[src/design/lcpc_pkg.sv]
// Notes on behaviour
// - start at 8000h; page registers reset 80h
// - privilege level resets to high
// - protect enable resets to one
// - blank system password clears protect enable
// - after boot, execution moves to 0000h
// - system code loads loader page from 0Fh
// - jump to loader base drops privilege medium
// - loader code loads application page from 0Fh
// - jump to application base drops privilege low
// - command F0 returns current context byte
// - command F1 sets context, status reports error
// - default context is least privileged present region
// - only default context password auto-tested; others need unlock
// - programmed word 000Eh sets debug lockout
// - master erase from current context base upward
// - protected commands check current region lock
// - match grants system all, loader user, application own
// - three lock bits; system/loader not register-writable
// - master erase passwordless; extra system/loader erases
// - global command families ignore the context
// - protection enabled disables system code debugging
`default_nettype none
package lcpc_pkg;
   localparam logic [15:0] ROM_START = 16'h8000;
   localparam logic [15:0] SYS_START = 16'h0000;
   localparam logic [7:0] PAGE_RESET = 8'h80;
   localparam logic [7:0] PAGE_ZERO = 8'h00;
   localparam logic [15:0] PTR_WORD = 16'h000f;
   localparam logic [15:0] DBG_WORD = 16'h000e;
   localparam logic [15:0] PW_WORD = 16'h0010;
   localparam logic [3:0] PW_WORDS = 4'h8;
   localparam logic [3:0] ONE_WORD = 4'h1;
   localparam logic [15:0] BLANK_WORD = 16'hffff;
   localparam logic [1:0] CTX_SYS = 2'h0;
   localparam logic [1:0] CTX_LDR = 2'h1;
   localparam logic [1:0] CTX_APP = 2'h2;
   localparam logic [1:0] PRIVILEGE_LEVEL_LOW = 2'h1;
   localparam logic [1:0] PRIVILEGE_LEVEL_MED = 2'h2;
   localparam logic [1:0] PRIVILEGE_LEVEL_HIGH = 2'h3;
   localparam logic [2:0] LOCK_RESET = 3'h7;
   localparam logic [7:0] CMD_STATUS = 8'h01;
   localparam logic [7:0] CMD_ERASE = 8'h02;
   localparam logic [7:0] CMD_UNLOCK = 8'h03;
   localparam logic [7:0] CMD_ACCESS = 8'h04;
   localparam logic [7:0] CMD_GET_CTX = 8'hf0;
   localparam logic [7:0] CMD_SET_CTX = 8'hf1;
   localparam logic [7:0] CMD_ERASE_SYS = 8'hf2;
   localparam logic [7:0] CMD_ERASE_LDR = 8'hf3;
   localparam logic [7:0] ERR_NONE = 8'h00;
   localparam logic [7:0] ERR_CTX = 8'h01;
   localparam logic [7:0] ERR_LOCKED = 8'h02;
   localparam logic [7:0] ERR_BADCMD = 8'h03;
   localparam logic [7:0] ADDR_STATUS = 8'h00;
   localparam logic [7:0] ADDR_PAGES = 8'h04;
   localparam logic [7:0] ADDR_LOCK = 8'h08;
   localparam logic [7:0] ADDR_ERROR = 8'h0c;
   localparam logic [2:0] ADDR_KEY_HI = 3'h1;
   localparam int LOCK_APP_BIT = 2;
   localparam logic [1:0] RESP_OKAY = 2'h0;
   localparam logic [1:0] RESP_DECERR = 2'h3;
   typedef enum logic [2:0] {
      st_boot_pw, st_boot_dbg, st_sys_ptr, st_ldr_ptr, st_def_pw,
      st_idle, st_unlock
   } lcpc_state_t;
endpackage
`default_nettype wire

[src/design/lcpc_ctrl.sv]
`default_nettype none
module lcpc_ctrl (
   input wire logic mclk,
   input wire logic reset,
   input wire logic [7:0] s_axi_awaddr,
   input wire logic s_axi_awvalid,
   output logic s_axi_awready,
   input wire logic [31:0] s_axi_wdata,
   input wire logic [3:0] s_axi_wstrb,
   input wire logic s_axi_wvalid,
   output logic s_axi_wready,
   output logic [1:0] s_axi_bresp,
   output logic s_axi_bvalid,
   input wire logic s_axi_bready,
   input wire logic [7:0] s_axi_araddr,
   input wire logic s_axi_arvalid,
   output logic s_axi_arready,
   output logic [31:0] s_axi_rdata,
   output logic [1:0] s_axi_rresp,
   output logic s_axi_rvalid,
   input wire logic s_axi_rready,
   output logic [15:0] code_pointer,
   output logic code_rd,
   input wire logic [15:0] code_rdata,
   input wire logic cmd_valid,
   output logic cmd_ready,
   input wire logic [7:0] cmd_code,
   input wire logic [7:0] cmd_arg,
   output logic rsp_valid,
   output logic [7:0] rsp_data,
   output logic [15:0] exec_addr,
   output logic [1:0] privilege_level,
   output logic protect_enable,
   output logic debug_lockout,
   output logic debug_disable,
   output logic [2:0] password_lock_bits,
   output logic [1:0] region_ctx,
   output logic [7:0] loader_start_page,
   output logic [7:0] app_start_page,
   output logic erase_req,
   output logic [7:0] erase_from_page
);
   lcpc_pkg::lcpc_state_t state, next_state;
   logic [3:0] cnt, next_cnt, nwords;
   logic rd_q, next_rd_q, match, next_match, multi, last, word_ok;
   logic [15:0] next_exec_addr, rd_ofs, cmp_word;
   logic [1:0] next_privilege_level, next_ctx, default_ctx, next_bresp, next_rresp;
   logic next_protect, next_dbg, next_rsp_valid, next_erase_req;
   logic [2:0] next_lock, key_idx;
   logic [7:0] next_ldr_page, next_app_page, err, next_err;
   logic [7:0] next_rsp_data, next_erase_page, ctx_page, def_page, rd_page;
   logic [15:0] key [8], next_key [8];
   logic next_bvalid, next_rvalid;
   logic [31:0] next_rdata;
   logic aw_take, ar_take, lock_wr, key_wr;

   function automatic logic [7:0] page_of(input logic [1:0] c,
                                          input logic [7:0] lp,
                                          input logic [7:0] ap);
      if (c == lcpc_pkg::CTX_LDR) begin
         page_of = lp;
      end else if (c == lcpc_pkg::CTX_APP) begin
         page_of = ap;
      end else begin
         page_of = lcpc_pkg::PAGE_ZERO;
      end
   endfunction

   // least privileged present region is the default
   always_comb begin
      if (app_start_page < lcpc_pkg::PAGE_RESET) begin
         default_ctx = lcpc_pkg::CTX_APP;
      end else if (loader_start_page < lcpc_pkg::PAGE_RESET) begin
         default_ctx = lcpc_pkg::CTX_LDR;
      end else begin
         default_ctx = lcpc_pkg::CTX_SYS;
      end
   end

   assign ctx_page = page_of(region_ctx, loader_start_page, app_start_page);
   assign def_page = page_of(default_ctx, loader_start_page, app_start_page);
   assign debug_disable = debug_lockout | protect_enable;
   assign cmd_ready = (state == lcpc_pkg::st_idle);

   // code memory read port: address out, data back one cycle later
   always_comb begin
      rd_page = lcpc_pkg::PAGE_ZERO;
      rd_ofs = lcpc_pkg::PW_WORD;
      multi = 1'b0;
      unique case (state)
         lcpc_pkg::st_boot_pw: multi = 1'b1;
         lcpc_pkg::st_boot_dbg: rd_ofs = lcpc_pkg::DBG_WORD;
         lcpc_pkg::st_sys_ptr: rd_ofs = lcpc_pkg::PTR_WORD;
         lcpc_pkg::st_ldr_ptr: begin
            rd_page = loader_start_page;
            rd_ofs = lcpc_pkg::PTR_WORD;
         end
         lcpc_pkg::st_def_pw: begin
            rd_page = def_page;
            multi = 1'b1;
         end
         lcpc_pkg::st_unlock: begin
            rd_page = ctx_page;
            multi = 1'b1;
         end
         lcpc_pkg::st_idle: rd_ofs = lcpc_pkg::PW_WORD;
      endcase
      nwords = multi ? lcpc_pkg::PW_WORDS : lcpc_pkg::ONE_WORD;
      code_rd = (state != lcpc_pkg::st_idle) && (cnt < nwords);
      code_pointer = {rd_page, 8'h00} + rd_ofs + {12'h000, cnt};
      key_idx = 3'(cnt - 4'h1);
      cmp_word = (state == lcpc_pkg::st_unlock) ? key[key_idx]
                                                : lcpc_pkg::BLANK_WORD;
      word_ok = (code_rdata == cmp_word);
      last = rd_q && (cnt == nwords);
   end

   // boot sequence and command interpreter
   always_comb begin
      next_state = state;
      next_cnt = code_rd ? cnt + 4'h1 : cnt;
      next_rd_q = code_rd;
      next_match = rd_q ? (match & word_ok) : match;
      next_exec_addr = exec_addr;
      next_privilege_level = privilege_level;
      next_protect = protect_enable;
      next_dbg = debug_lockout;
      next_lock = password_lock_bits;
      next_ctx = region_ctx;
      next_ldr_page = loader_start_page;
      next_app_page = app_start_page;
      next_err = err;
      next_rsp_valid = 1'b0;
      next_rsp_data = rsp_data;
      next_erase_req = 1'b0;
      next_erase_page = erase_from_page;
      if (lock_wr) begin
         next_lock[lcpc_pkg::LOCK_APP_BIT] =
            s_axi_wdata[lcpc_pkg::LOCK_APP_BIT];
      end
      if (last) begin
         next_cnt = 4'h0;
         next_match = 1'b1;
      end
      unique case (state)
         lcpc_pkg::st_boot_pw: if (last) begin
            if (match & word_ok) begin
               next_protect = 1'b0;
            end
            next_state = lcpc_pkg::st_boot_dbg;
         end
         lcpc_pkg::st_boot_dbg: if (last) begin
            next_dbg = (code_rdata != lcpc_pkg::BLANK_WORD);
            next_exec_addr = lcpc_pkg::SYS_START;
            next_state = lcpc_pkg::st_sys_ptr;
         end
         lcpc_pkg::st_sys_ptr: if (last) begin
            next_ldr_page = code_rdata[7:0];
            next_state = lcpc_pkg::st_def_pw;
            if (code_rdata[7:0] < lcpc_pkg::PAGE_RESET) begin
               next_exec_addr = {code_rdata[7:0], 8'h00};
               next_privilege_level = lcpc_pkg::PRIVILEGE_LEVEL_MED;
               next_state = lcpc_pkg::st_ldr_ptr;
            end
         end
         lcpc_pkg::st_ldr_ptr: if (last) begin
            next_app_page = code_rdata[7:0];
            next_state = lcpc_pkg::st_def_pw;
            if (code_rdata[7:0] < lcpc_pkg::PAGE_RESET) begin
               next_exec_addr = {code_rdata[7:0], 8'h00};
               next_privilege_level = lcpc_pkg::PRIVILEGE_LEVEL_LOW;
            end
         end
         lcpc_pkg::st_def_pw: if (last) begin
            next_ctx = default_ctx;
            if (match & word_ok) begin
               next_lock[default_ctx] = 1'b0;
            end
            next_state = lcpc_pkg::st_idle;
         end
         lcpc_pkg::st_unlock: if (last) begin
            next_rsp_valid = 1'b1;
            if (match & word_ok) begin
               next_lock[region_ctx] = 1'b0;
               next_err = lcpc_pkg::ERR_NONE;
               next_rsp_data = lcpc_pkg::ERR_NONE;
            end else begin
               next_lock[region_ctx] = 1'b1;
               next_err = lcpc_pkg::ERR_LOCKED;
               next_rsp_data = lcpc_pkg::ERR_LOCKED;
            end
            next_state = lcpc_pkg::st_idle;
         end
         lcpc_pkg::st_idle: if (cmd_valid) begin
            next_rsp_valid = 1'b1;
            next_rsp_data = lcpc_pkg::ERR_NONE;
            next_err = lcpc_pkg::ERR_NONE;
            next_cnt = 4'h0;
            unique case (cmd_code)
               lcpc_pkg::CMD_STATUS: begin
                  next_err = err;
                  next_rsp_data = err;
               end
               lcpc_pkg::CMD_GET_CTX:
                  next_rsp_data = {6'h00, region_ctx};
               lcpc_pkg::CMD_SET_CTX:
                  if (cmd_arg <= {6'h00, lcpc_pkg::CTX_APP}) begin
                     next_ctx = cmd_arg[1:0];
                  end else begin
                     next_err = lcpc_pkg::ERR_CTX;
                     next_rsp_data = lcpc_pkg::ERR_CTX;
                  end
               lcpc_pkg::CMD_ERASE: begin
                  next_erase_req = 1'b1;
                  next_erase_page = ctx_page;
               end
               lcpc_pkg::CMD_ERASE_SYS: begin
                  next_erase_req = 1'b1;
                  next_erase_page = lcpc_pkg::PAGE_ZERO;
               end
               lcpc_pkg::CMD_ERASE_LDR: begin
                  next_erase_req = 1'b1;
                  next_erase_page = loader_start_page;
               end
               lcpc_pkg::CMD_UNLOCK: begin
                  next_rsp_valid = 1'b0;
                  next_state = lcpc_pkg::st_unlock;
               end
               lcpc_pkg::CMD_ACCESS:
                  if (!password_lock_bits[region_ctx]
                      && cmd_arg >= ctx_page) begin
                     next_rsp_data = 8'h01;
                  end else begin
                     next_err = lcpc_pkg::ERR_LOCKED;
                     next_rsp_data = 8'h00;
                  end
               default: begin
                  next_err = lcpc_pkg::ERR_BADCMD;
                  next_rsp_data = lcpc_pkg::ERR_BADCMD;
               end
            endcase
         end
      endcase
   end

   always_ff @(posedge mclk) begin
      if (reset) begin
         state <= lcpc_pkg::st_boot_pw;
         cnt <= 4'h0;
         rd_q <= 1'b0;
         match <= 1'b1;
         exec_addr <= lcpc_pkg::ROM_START;
         privilege_level <= lcpc_pkg::PRIVILEGE_LEVEL_HIGH;
         protect_enable <= 1'b1;
         debug_lockout <= 1'b0;
         password_lock_bits <= lcpc_pkg::LOCK_RESET;
         region_ctx <= lcpc_pkg::CTX_SYS;
         loader_start_page <= lcpc_pkg::PAGE_RESET;
         app_start_page <= lcpc_pkg::PAGE_RESET;
         err <= lcpc_pkg::ERR_NONE;
         rsp_valid <= 1'b0;
         rsp_data <= 8'h00;
         erase_req <= 1'b0;
         erase_from_page <= 8'h00;
      end else begin
         state <= next_state;
         cnt <= next_cnt;
         rd_q <= next_rd_q;
         match <= next_match;
         exec_addr <= next_exec_addr;
         privilege_level <= next_privilege_level;
         protect_enable <= next_protect;
         debug_lockout <= next_dbg;
         password_lock_bits <= next_lock;
         region_ctx <= next_ctx;
         loader_start_page <= next_ldr_page;
         app_start_page <= next_app_page;
         err <= next_err;
         rsp_valid <= next_rsp_valid;
         rsp_data <= next_rsp_data;
         erase_req <= next_erase_req;
         erase_from_page <= next_erase_page;
      end
   end

   // register slave: one write and one read in flight at most
   assign aw_take = s_axi_awvalid & s_axi_wvalid & ~s_axi_bvalid;
   assign s_axi_awready = aw_take;
   assign s_axi_wready = aw_take;
   assign ar_take = s_axi_arvalid & ~s_axi_rvalid;
   assign s_axi_arready = ar_take;
   assign lock_wr = aw_take && (s_axi_awaddr == lcpc_pkg::ADDR_LOCK)
                    && s_axi_wstrb[0];
   assign key_wr = aw_take && (s_axi_awaddr[7:5] == lcpc_pkg::ADDR_KEY_HI)
                   && (s_axi_awaddr[1:0] == 2'h0);

   always_comb begin
      next_key = key;
      next_bvalid = s_axi_bvalid & ~s_axi_bready;
      next_bresp = s_axi_bresp;
      next_rvalid = s_axi_rvalid & ~s_axi_rready;
      next_rresp = s_axi_rresp;
      next_rdata = s_axi_rdata;
      if (aw_take) begin
         next_bvalid = 1'b1;
         next_bresp = lcpc_pkg::RESP_OKAY;
         if (key_wr) begin
            if (s_axi_wstrb[0]) begin
               next_key[s_axi_awaddr[4:2]][7:0] = s_axi_wdata[7:0];
            end
            if (s_axi_wstrb[1]) begin
               next_key[s_axi_awaddr[4:2]][15:8] = s_axi_wdata[15:8];
            end
         end else if (s_axi_awaddr != lcpc_pkg::ADDR_STATUS
                      && s_axi_awaddr != lcpc_pkg::ADDR_PAGES
                      && s_axi_awaddr != lcpc_pkg::ADDR_LOCK
                      && s_axi_awaddr != lcpc_pkg::ADDR_ERROR) begin
            next_bresp = lcpc_pkg::RESP_DECERR;
         end
      end
      if (ar_take) begin
         next_rvalid = 1'b1;
         next_rresp = lcpc_pkg::RESP_OKAY;
         next_rdata = 32'h0000_0000;
         if (s_axi_araddr == lcpc_pkg::ADDR_STATUS) begin
            next_rdata[7:0] = {cmd_ready, debug_disable, debug_lockout,
                               protect_enable, privilege_level, region_ctx};
         end else if (s_axi_araddr == lcpc_pkg::ADDR_PAGES) begin
            next_rdata[15:0] = {app_start_page, loader_start_page};
         end else if (s_axi_araddr == lcpc_pkg::ADDR_LOCK) begin
            next_rdata[2:0] = password_lock_bits;
         end else if (s_axi_araddr == lcpc_pkg::ADDR_ERROR) begin
            next_rdata = {exec_addr, 8'h00, err};
         end else if (s_axi_araddr[7:5] == lcpc_pkg::ADDR_KEY_HI
                      && s_axi_araddr[1:0] == 2'h0) begin
            next_rdata[15:0] = key[s_axi_araddr[4:2]];
         end else begin
            next_rresp = lcpc_pkg::RESP_DECERR;
         end
      end
   end

   always_ff @(posedge mclk) begin
      if (reset) begin
         for (int i = 0; i < 8; i++) begin
            key[i] <= 16'h0000;
         end
         s_axi_bvalid <= 1'b0;
         s_axi_bresp <= 2'h0;
         s_axi_rvalid <= 1'b0;
         s_axi_rresp <= 2'h0;
         s_axi_rdata <= 32'h0000_0000;
      end else begin
         key <= next_key;
         s_axi_bvalid <= next_bvalid;
         s_axi_bresp <= next_bresp;
         s_axi_rvalid <= next_rvalid;
         s_axi_rresp <= next_rresp;
         s_axi_rdata <= next_rdata;
      end
   end
endmodule
`default_nettype wire

[config.mk]
export PLATFORM = sky130hd
export DESIGN_NAME = lcpc_ctrl
export DESIGN_NICKNAME = d
export VERILOG_FILES = /design/src/design/lcpc_pkg.sv /design/src/design/lcpc_ctrl.sv
export SDC_FILE = /design/constraint.sdc
export NUM_CORES = 1
export LEC_CHECK = 0
export BUFFER_PORTS_ARGS = -buffer_cell sky130_fd_sc_hd__clkbuf_2
export CAP_MARGIN = 40
export CELL_PAD_IN_SITES_DETAIL_PLACEMENT = 0
export CELL_PAD_IN_SITES_GLOBAL_PLACEMENT = 1
export CORE_AREA = 2 2 164 166
export CTS_BUF_LIST = sky130_fd_sc_hd__clkbuf_4 sky130_fd_sc_hd__clkbuf_8
export DETAILED_ROUTE_END_ITERATION = 6
export DIE_AREA = 0 0 166 168
export PLACE_DENSITY_LB_ADDON = 0.1
export RECOVER_POWER = 50
export SYNTH_ARGS = -nofsm -noshare
export SYNTH_HDL_FRONTEND = slang
export SYNTH_SLANG_ARGS = --single-unit
[constraint.sdc]
create_clock -name mclk -period 7.21 [get_ports mclk]
set_input_delay 1.442 -clock mclk [delete_from_list [all_inputs] [get_ports mclk]]
set_output_delay 1.442 -clock mclk [all_outputs]
set_load 0.005 [all_outputs]
# Yosys cells after proc, flatten, opt, wreduce, memory -nomap -nowiden
# Cells that the tools add are included.
# totals
mem_bits_rw	0
mem_bits_ro	0
output_inout_bits	119
mem_count	0
inputBits	92
elab_cells	266
latchBits	0
regBits	242
# classes
n_eq_ne	48
bitwise_logic	21
mul	0
n_lt_le_gt_ge	14
n_div	0
shift	0
n_reduce_logical	47
n_mux	101
n_addsub	4
# op_table
op	n
128-bit two-way mux	4
128-bit bitwise mux	2
16-bit two-way mux	14
16-bit binary-select mux with 3-bit select	2
16-bit demux with 3-bit select	2
8-bit two-way mux	9
8-bit case mux with 3 select lines	2
8-bit case mux with 5 select lines	1
3-bit two-way mux	13
2-bit two-way mux	18
8-bit == test, second input constant	4
16-bit case mux with 2 select lines	1
8-bit case mux with 2 select lines	2
8-bit case mux with 4 select lines	1
29-bit two-way mux	1
8-bit by 4-bit == test with 1-bit output, second input constant	3
8-bit less-than comparator, second input constant	3
24-bit two-way mux	1
2-bit != test, second input constant	11
4-bit two-way mux	5
3-bit case mux with 6 select lines	1
16-bit adder	1
16-bit by 4-bit adder with 16-bit output	1
16-bit == test	1
other kinds (54)	132

# Depth between registers and ports, before layout
# logic_depth
word_depth	12
depth_mapped	14
mapped_depth_nobuf	12

# Worst setup path before layout
# No wires, ideal clock.
# synth_timing
path_type	reg2out
start	register state[2]
end	output port code_pointer[4]
path_slack_ns	3.700
arrival_time_ns	2.068
n_path_buf	1
path_stages_with_launch	10
required_ns	5.768
path_cell_list	dfxtp_1 clkbuf_1 inv_1 nand2_1 clkinv_1 ha_1 fa_1 a21o_1 a21oi_1 xnor2_1
# synth_via
elab_chain_cells	5
elab_cells_between_ends	7
cone_classes	2 x add/sub; 3 x eq/ne; 1 x mux; 1 x reduce/logical
# synth_lines
item	line_no	source
from (decl)	lcpc_ctrl.sv:43	lcpc_pkg::lcpc_state_t state, next_state;
from (signal assigned)	lcpc_ctrl.sv:248	state <= lcpc_pkg::st_boot_pw;
from (signal assigned)	lcpc_ctrl.sv:266	state <= next_state;
3-bit by 2-bit == test with 1-bit output	lcpc_ctrl.sv:90	unique case (state)
2-bit OR reduction (no source line)	--	
5-bit case mux with 2 select lines (*)	lcpc_ctrl.sv:90	
16-bit adder (*)	lcpc_ctrl.sv:110	code_pointer = {rd_page, 8'h00} + rd_ofs + {12'h000, cnt};
16-bit by 4-bit adder with 16-bit output (*)	lcpc_ctrl.sv:110	
to (decl)	lcpc_ctrl.sv:22	output logic [15:0] code_pointer,
# Mark *: on every way between the ends. The rest lies on a longest branch, timed or not.

# Final worst setup path
# layout_timing
start	input port reset
end	register key[80] (netlist name)
# layout_lines
item	line_no	source
from (decl)	lcpc_ctrl.sv:4	input wire logic reset,
to (signal assigned)	lcpc_ctrl.sv:354	key <= next_key;
to (decl)	lcpc_ctrl.sv:52	logic [15:0] key [8], next_key [8];
# No word-level cell between the ends.

==> impl_metrics.yaml <==
run_status:
  outcome: "finished, violations left"
  violations: "max-capacitance violations, max-slew violations"
power_and_ir_drop:
  p_comb_frac: 0.106
  clkPwrFrac: 0.450
  swShare: 0.2604
  power.density_nw_per_um2: 202.0
  p_switching_mw: 0.7003
  power_frac_seq: 0.444
  p_leak_nw: 4.970
  vdd_drop_max_mv: 0.1246
  p_int_mw: 1.989
grt:
  first_global_vias: 9265
  gr-total-overflow: 0
  antenna_found_initial: 0
  grt_max_degree: 94
  grt_usage: 0.2488
  grt_pass1_wl_um: 54830
critical_path:
  cp-start-kind: "input pin"
  r2r_cells: 9
  crit_type: "in -> reg"
  r2r_slack_ns: 2.80
  critPathLaunch: "reset"
  worst_r2r_endpoint: "err[1]"
  arrival_ns: 5.94
  r2r_start: "cnt[1]"
  crit_path_end_kind: "register"
  worst_ep_required_time_ns: 7.63
  path_max_fanout: 93
  crit_end: "key[80]"
timing:
  finalHoldViolations: 0
  fin_tns_setup_ns: 0
  maxSlewHeadroom: -1.858
  worst_slack_ns: 1.691
  worst_pin_slew_ns: 4.286
  period_share: 0.7655
  slew_viol_final: 94
  rsz0062_at_grt: "no"
  finalSetupViolCount: 0
  max_freq_mhz: 181.2
  post-route-min-period_ns: 5.519
  fin_worst_skew_ns: 0.01613
cells_and_area:
  final_net_count: 1478
  drive_gt1_frac: 0.2136
  syn_to_final_growth_pct: 14.34
  diodes: 0
placement:
  io_buffers: 168
  post-place-ws_ns: 2.938
  dp_hpwl_um: 24880
  gp_congestion: 0.8806
floorplanning:
  die_area_sq_um: 27890
  num_rows: 60
  pin_count: 211
  die_w_um: 166
  die_y_um: 168
  initial_core_util: 0.4419
  core_sq_um: 26350
routing:
  post_drt_wl_per_cell_um: 20.43
  vias: 9729
  routed_wl_um: 35470
  dr.pass1.iters: 5
  final_antenna_net_count: 0
  vias_per_cell: 5.604
  drt_iter0_drc: 567
  drc_errors: 0
synthesis:
  synth.most_common_cell: "nor2_1"
  netlist.area_leader.share: 0.3645
  synth.area.top_cells: "dfxtp_1 (36%), mux2i_1 (15%), mux4_2 (11%)"
  syn_area_per_cell_sq_um: 9.368
  netlist_instances: 1243
  synth_common_cells: "nor2_1 (216), dfxtp_1 (212), mux2i_1 (171), nand2_1 (76), clkbuf_1 (68)"
  synth_cell_types: 68
  netlist_area_sq_um: 11640
  synth-seq-cells: 212
  yosysSeqAreaShare: 0.3645
  synth_edf_count: 0
  yosysWarnings: 0
  async_flop_share: 0
  synth_top_cell_by_area: "dfxtp_1"
  synth_ff_type: "dfxtp_1"
worst_hold_path:
  hold_depth: 2
  worstHoldPathType: "reg -> reg"
cts:
  cts_setup_buffers: 0
  root_buffer: "clkbuf_8"
  cts_inserted_buffers: 39
  cts_tree: "done"
  cts_max_path_buffers: 3
  path_clk_slew_ns: 0.06
  clock-sinks: 212
  h-tree-depth: 2
  insertion_delay_ns: 0.54
  cts_resized: 0
  hold_buffers: 0
flow_run:
  cap_violations: 1
## registers in the layout (all words and copies together), names as in the netlist, 2 cells and up
signal              flops
app_start_page          8
cnt                     4
erase_from_page         8
err                     2
exec_addr               8
key                   128
loader_start_page       8
password_lock_bits      3
privilege_level         2
region_ctx              2
rsp_data                2
s_axi_rdata            24
state                   3
## routing by layer
layer	GRT usage	wire, um	up-vias
met4	0.06654	777	0
met1	0.3294	15760	4695
li1	-	-	4688
met3	0.04490	1946	51
met2	0.4207	16990	295
met5	0	0	-
## power groups by stage
stage	registers, mW	logic, mW	clock network [mW]
after floorplan	1.22	0.210	0
after global placement	1.22	0.282	0
after detailed placement	1.22	0.288	0
after CTS	1.19	0.288	1.24
after global routing	1.19	0.307	1.29
final	1.19	0.284	1.21
## layout by cell type, fill, tap and decap left out, types with 12 or more instances in the layout
cell type  instances
nor2_1           217
dfxtp_1          212
mux2i_1          171
clkbuf_2         125
nand2_1           76
mux4_2            59
a21oi_1           55
clkbuf_8          51
clkbuf_1          42
nand3_1           29
a211oi_1          26
o21ai_0           25
conb_1            24
inv_1             20
nor3_1            16
a22oi_1           15
ha_1              15
o211ai_1          13
clkbuf_4          13
nand2b_1          12
buf_4             12
## through the flow
stage	std cells	total power [mW]	utilization	hold slack, ns	area, sq um
detailed placement	1669	1.507	0.4772	0.4627	12570
finish	1736	2.689	0.5053	0.4666	13320
CTS	1736	2.724	0.5083	0.4696	13390
global placement	1663	1.501	0.4737	0.4488	12480
global route	1736	2.789	0.5053	0.4851	13320
floorplan	1266	1.426	-	0.4527	11730
## worst min-delay path by stage
stage,from,end,slack [ns]
2_1_floorplan,s_axi_rdata[2],s_axi_rdata[2],0.45
3_3_place_gp,s_axi_rdata[2],s_axi_rdata[2],0.45
3_5_place_dp,s_axi_rdata[2],s_axi_rdata[2],0.46
4_1_cts,s_axi_rdata[2],s_axi_rdata[2],0.47
5_1_grt,exec_addr[13],exec_addr[13],0.49
6_report,s_axi_rdata[2],s_axi_rdata[2],0.47
## critical path: stages
cell	delay [ns]
buf_6	0.24
clkbuf_1	3.02
buf_4	0.70
buf_16	0.28
nor2_1	0.09
## cell type report
type / count / area [sq um]
fillers: 2494 / 13040
inverters: 22 / 82.58
repair buffers: 185 / 943.4
flip-flops and latches: 212 / 4244
well taps: 341 / 426.7
multi-input cells: 909 / 6798
clock inverters: 3 / 21.27
clock buffers: 64 / 799.5
## kinds of logic after synthesis
group | count (synthesis) | share of synthesized area
AO/OA/AOI/OAI | 183 | 0.1033
XOR/XNOR | 14 | 0.01117
adder cells (fa/ha/maj) | 17 | 0.01891
buffers and inverters | 145 | 0.05920
flip-flops | 212 | 0.3645
multiplexers | 242 | 0.2753
other | 1 | 0.0003220
AND/OR/NAND/NOR | 429 | 0.1674
No activity file was read; power rests on OpenSTA's default activity.
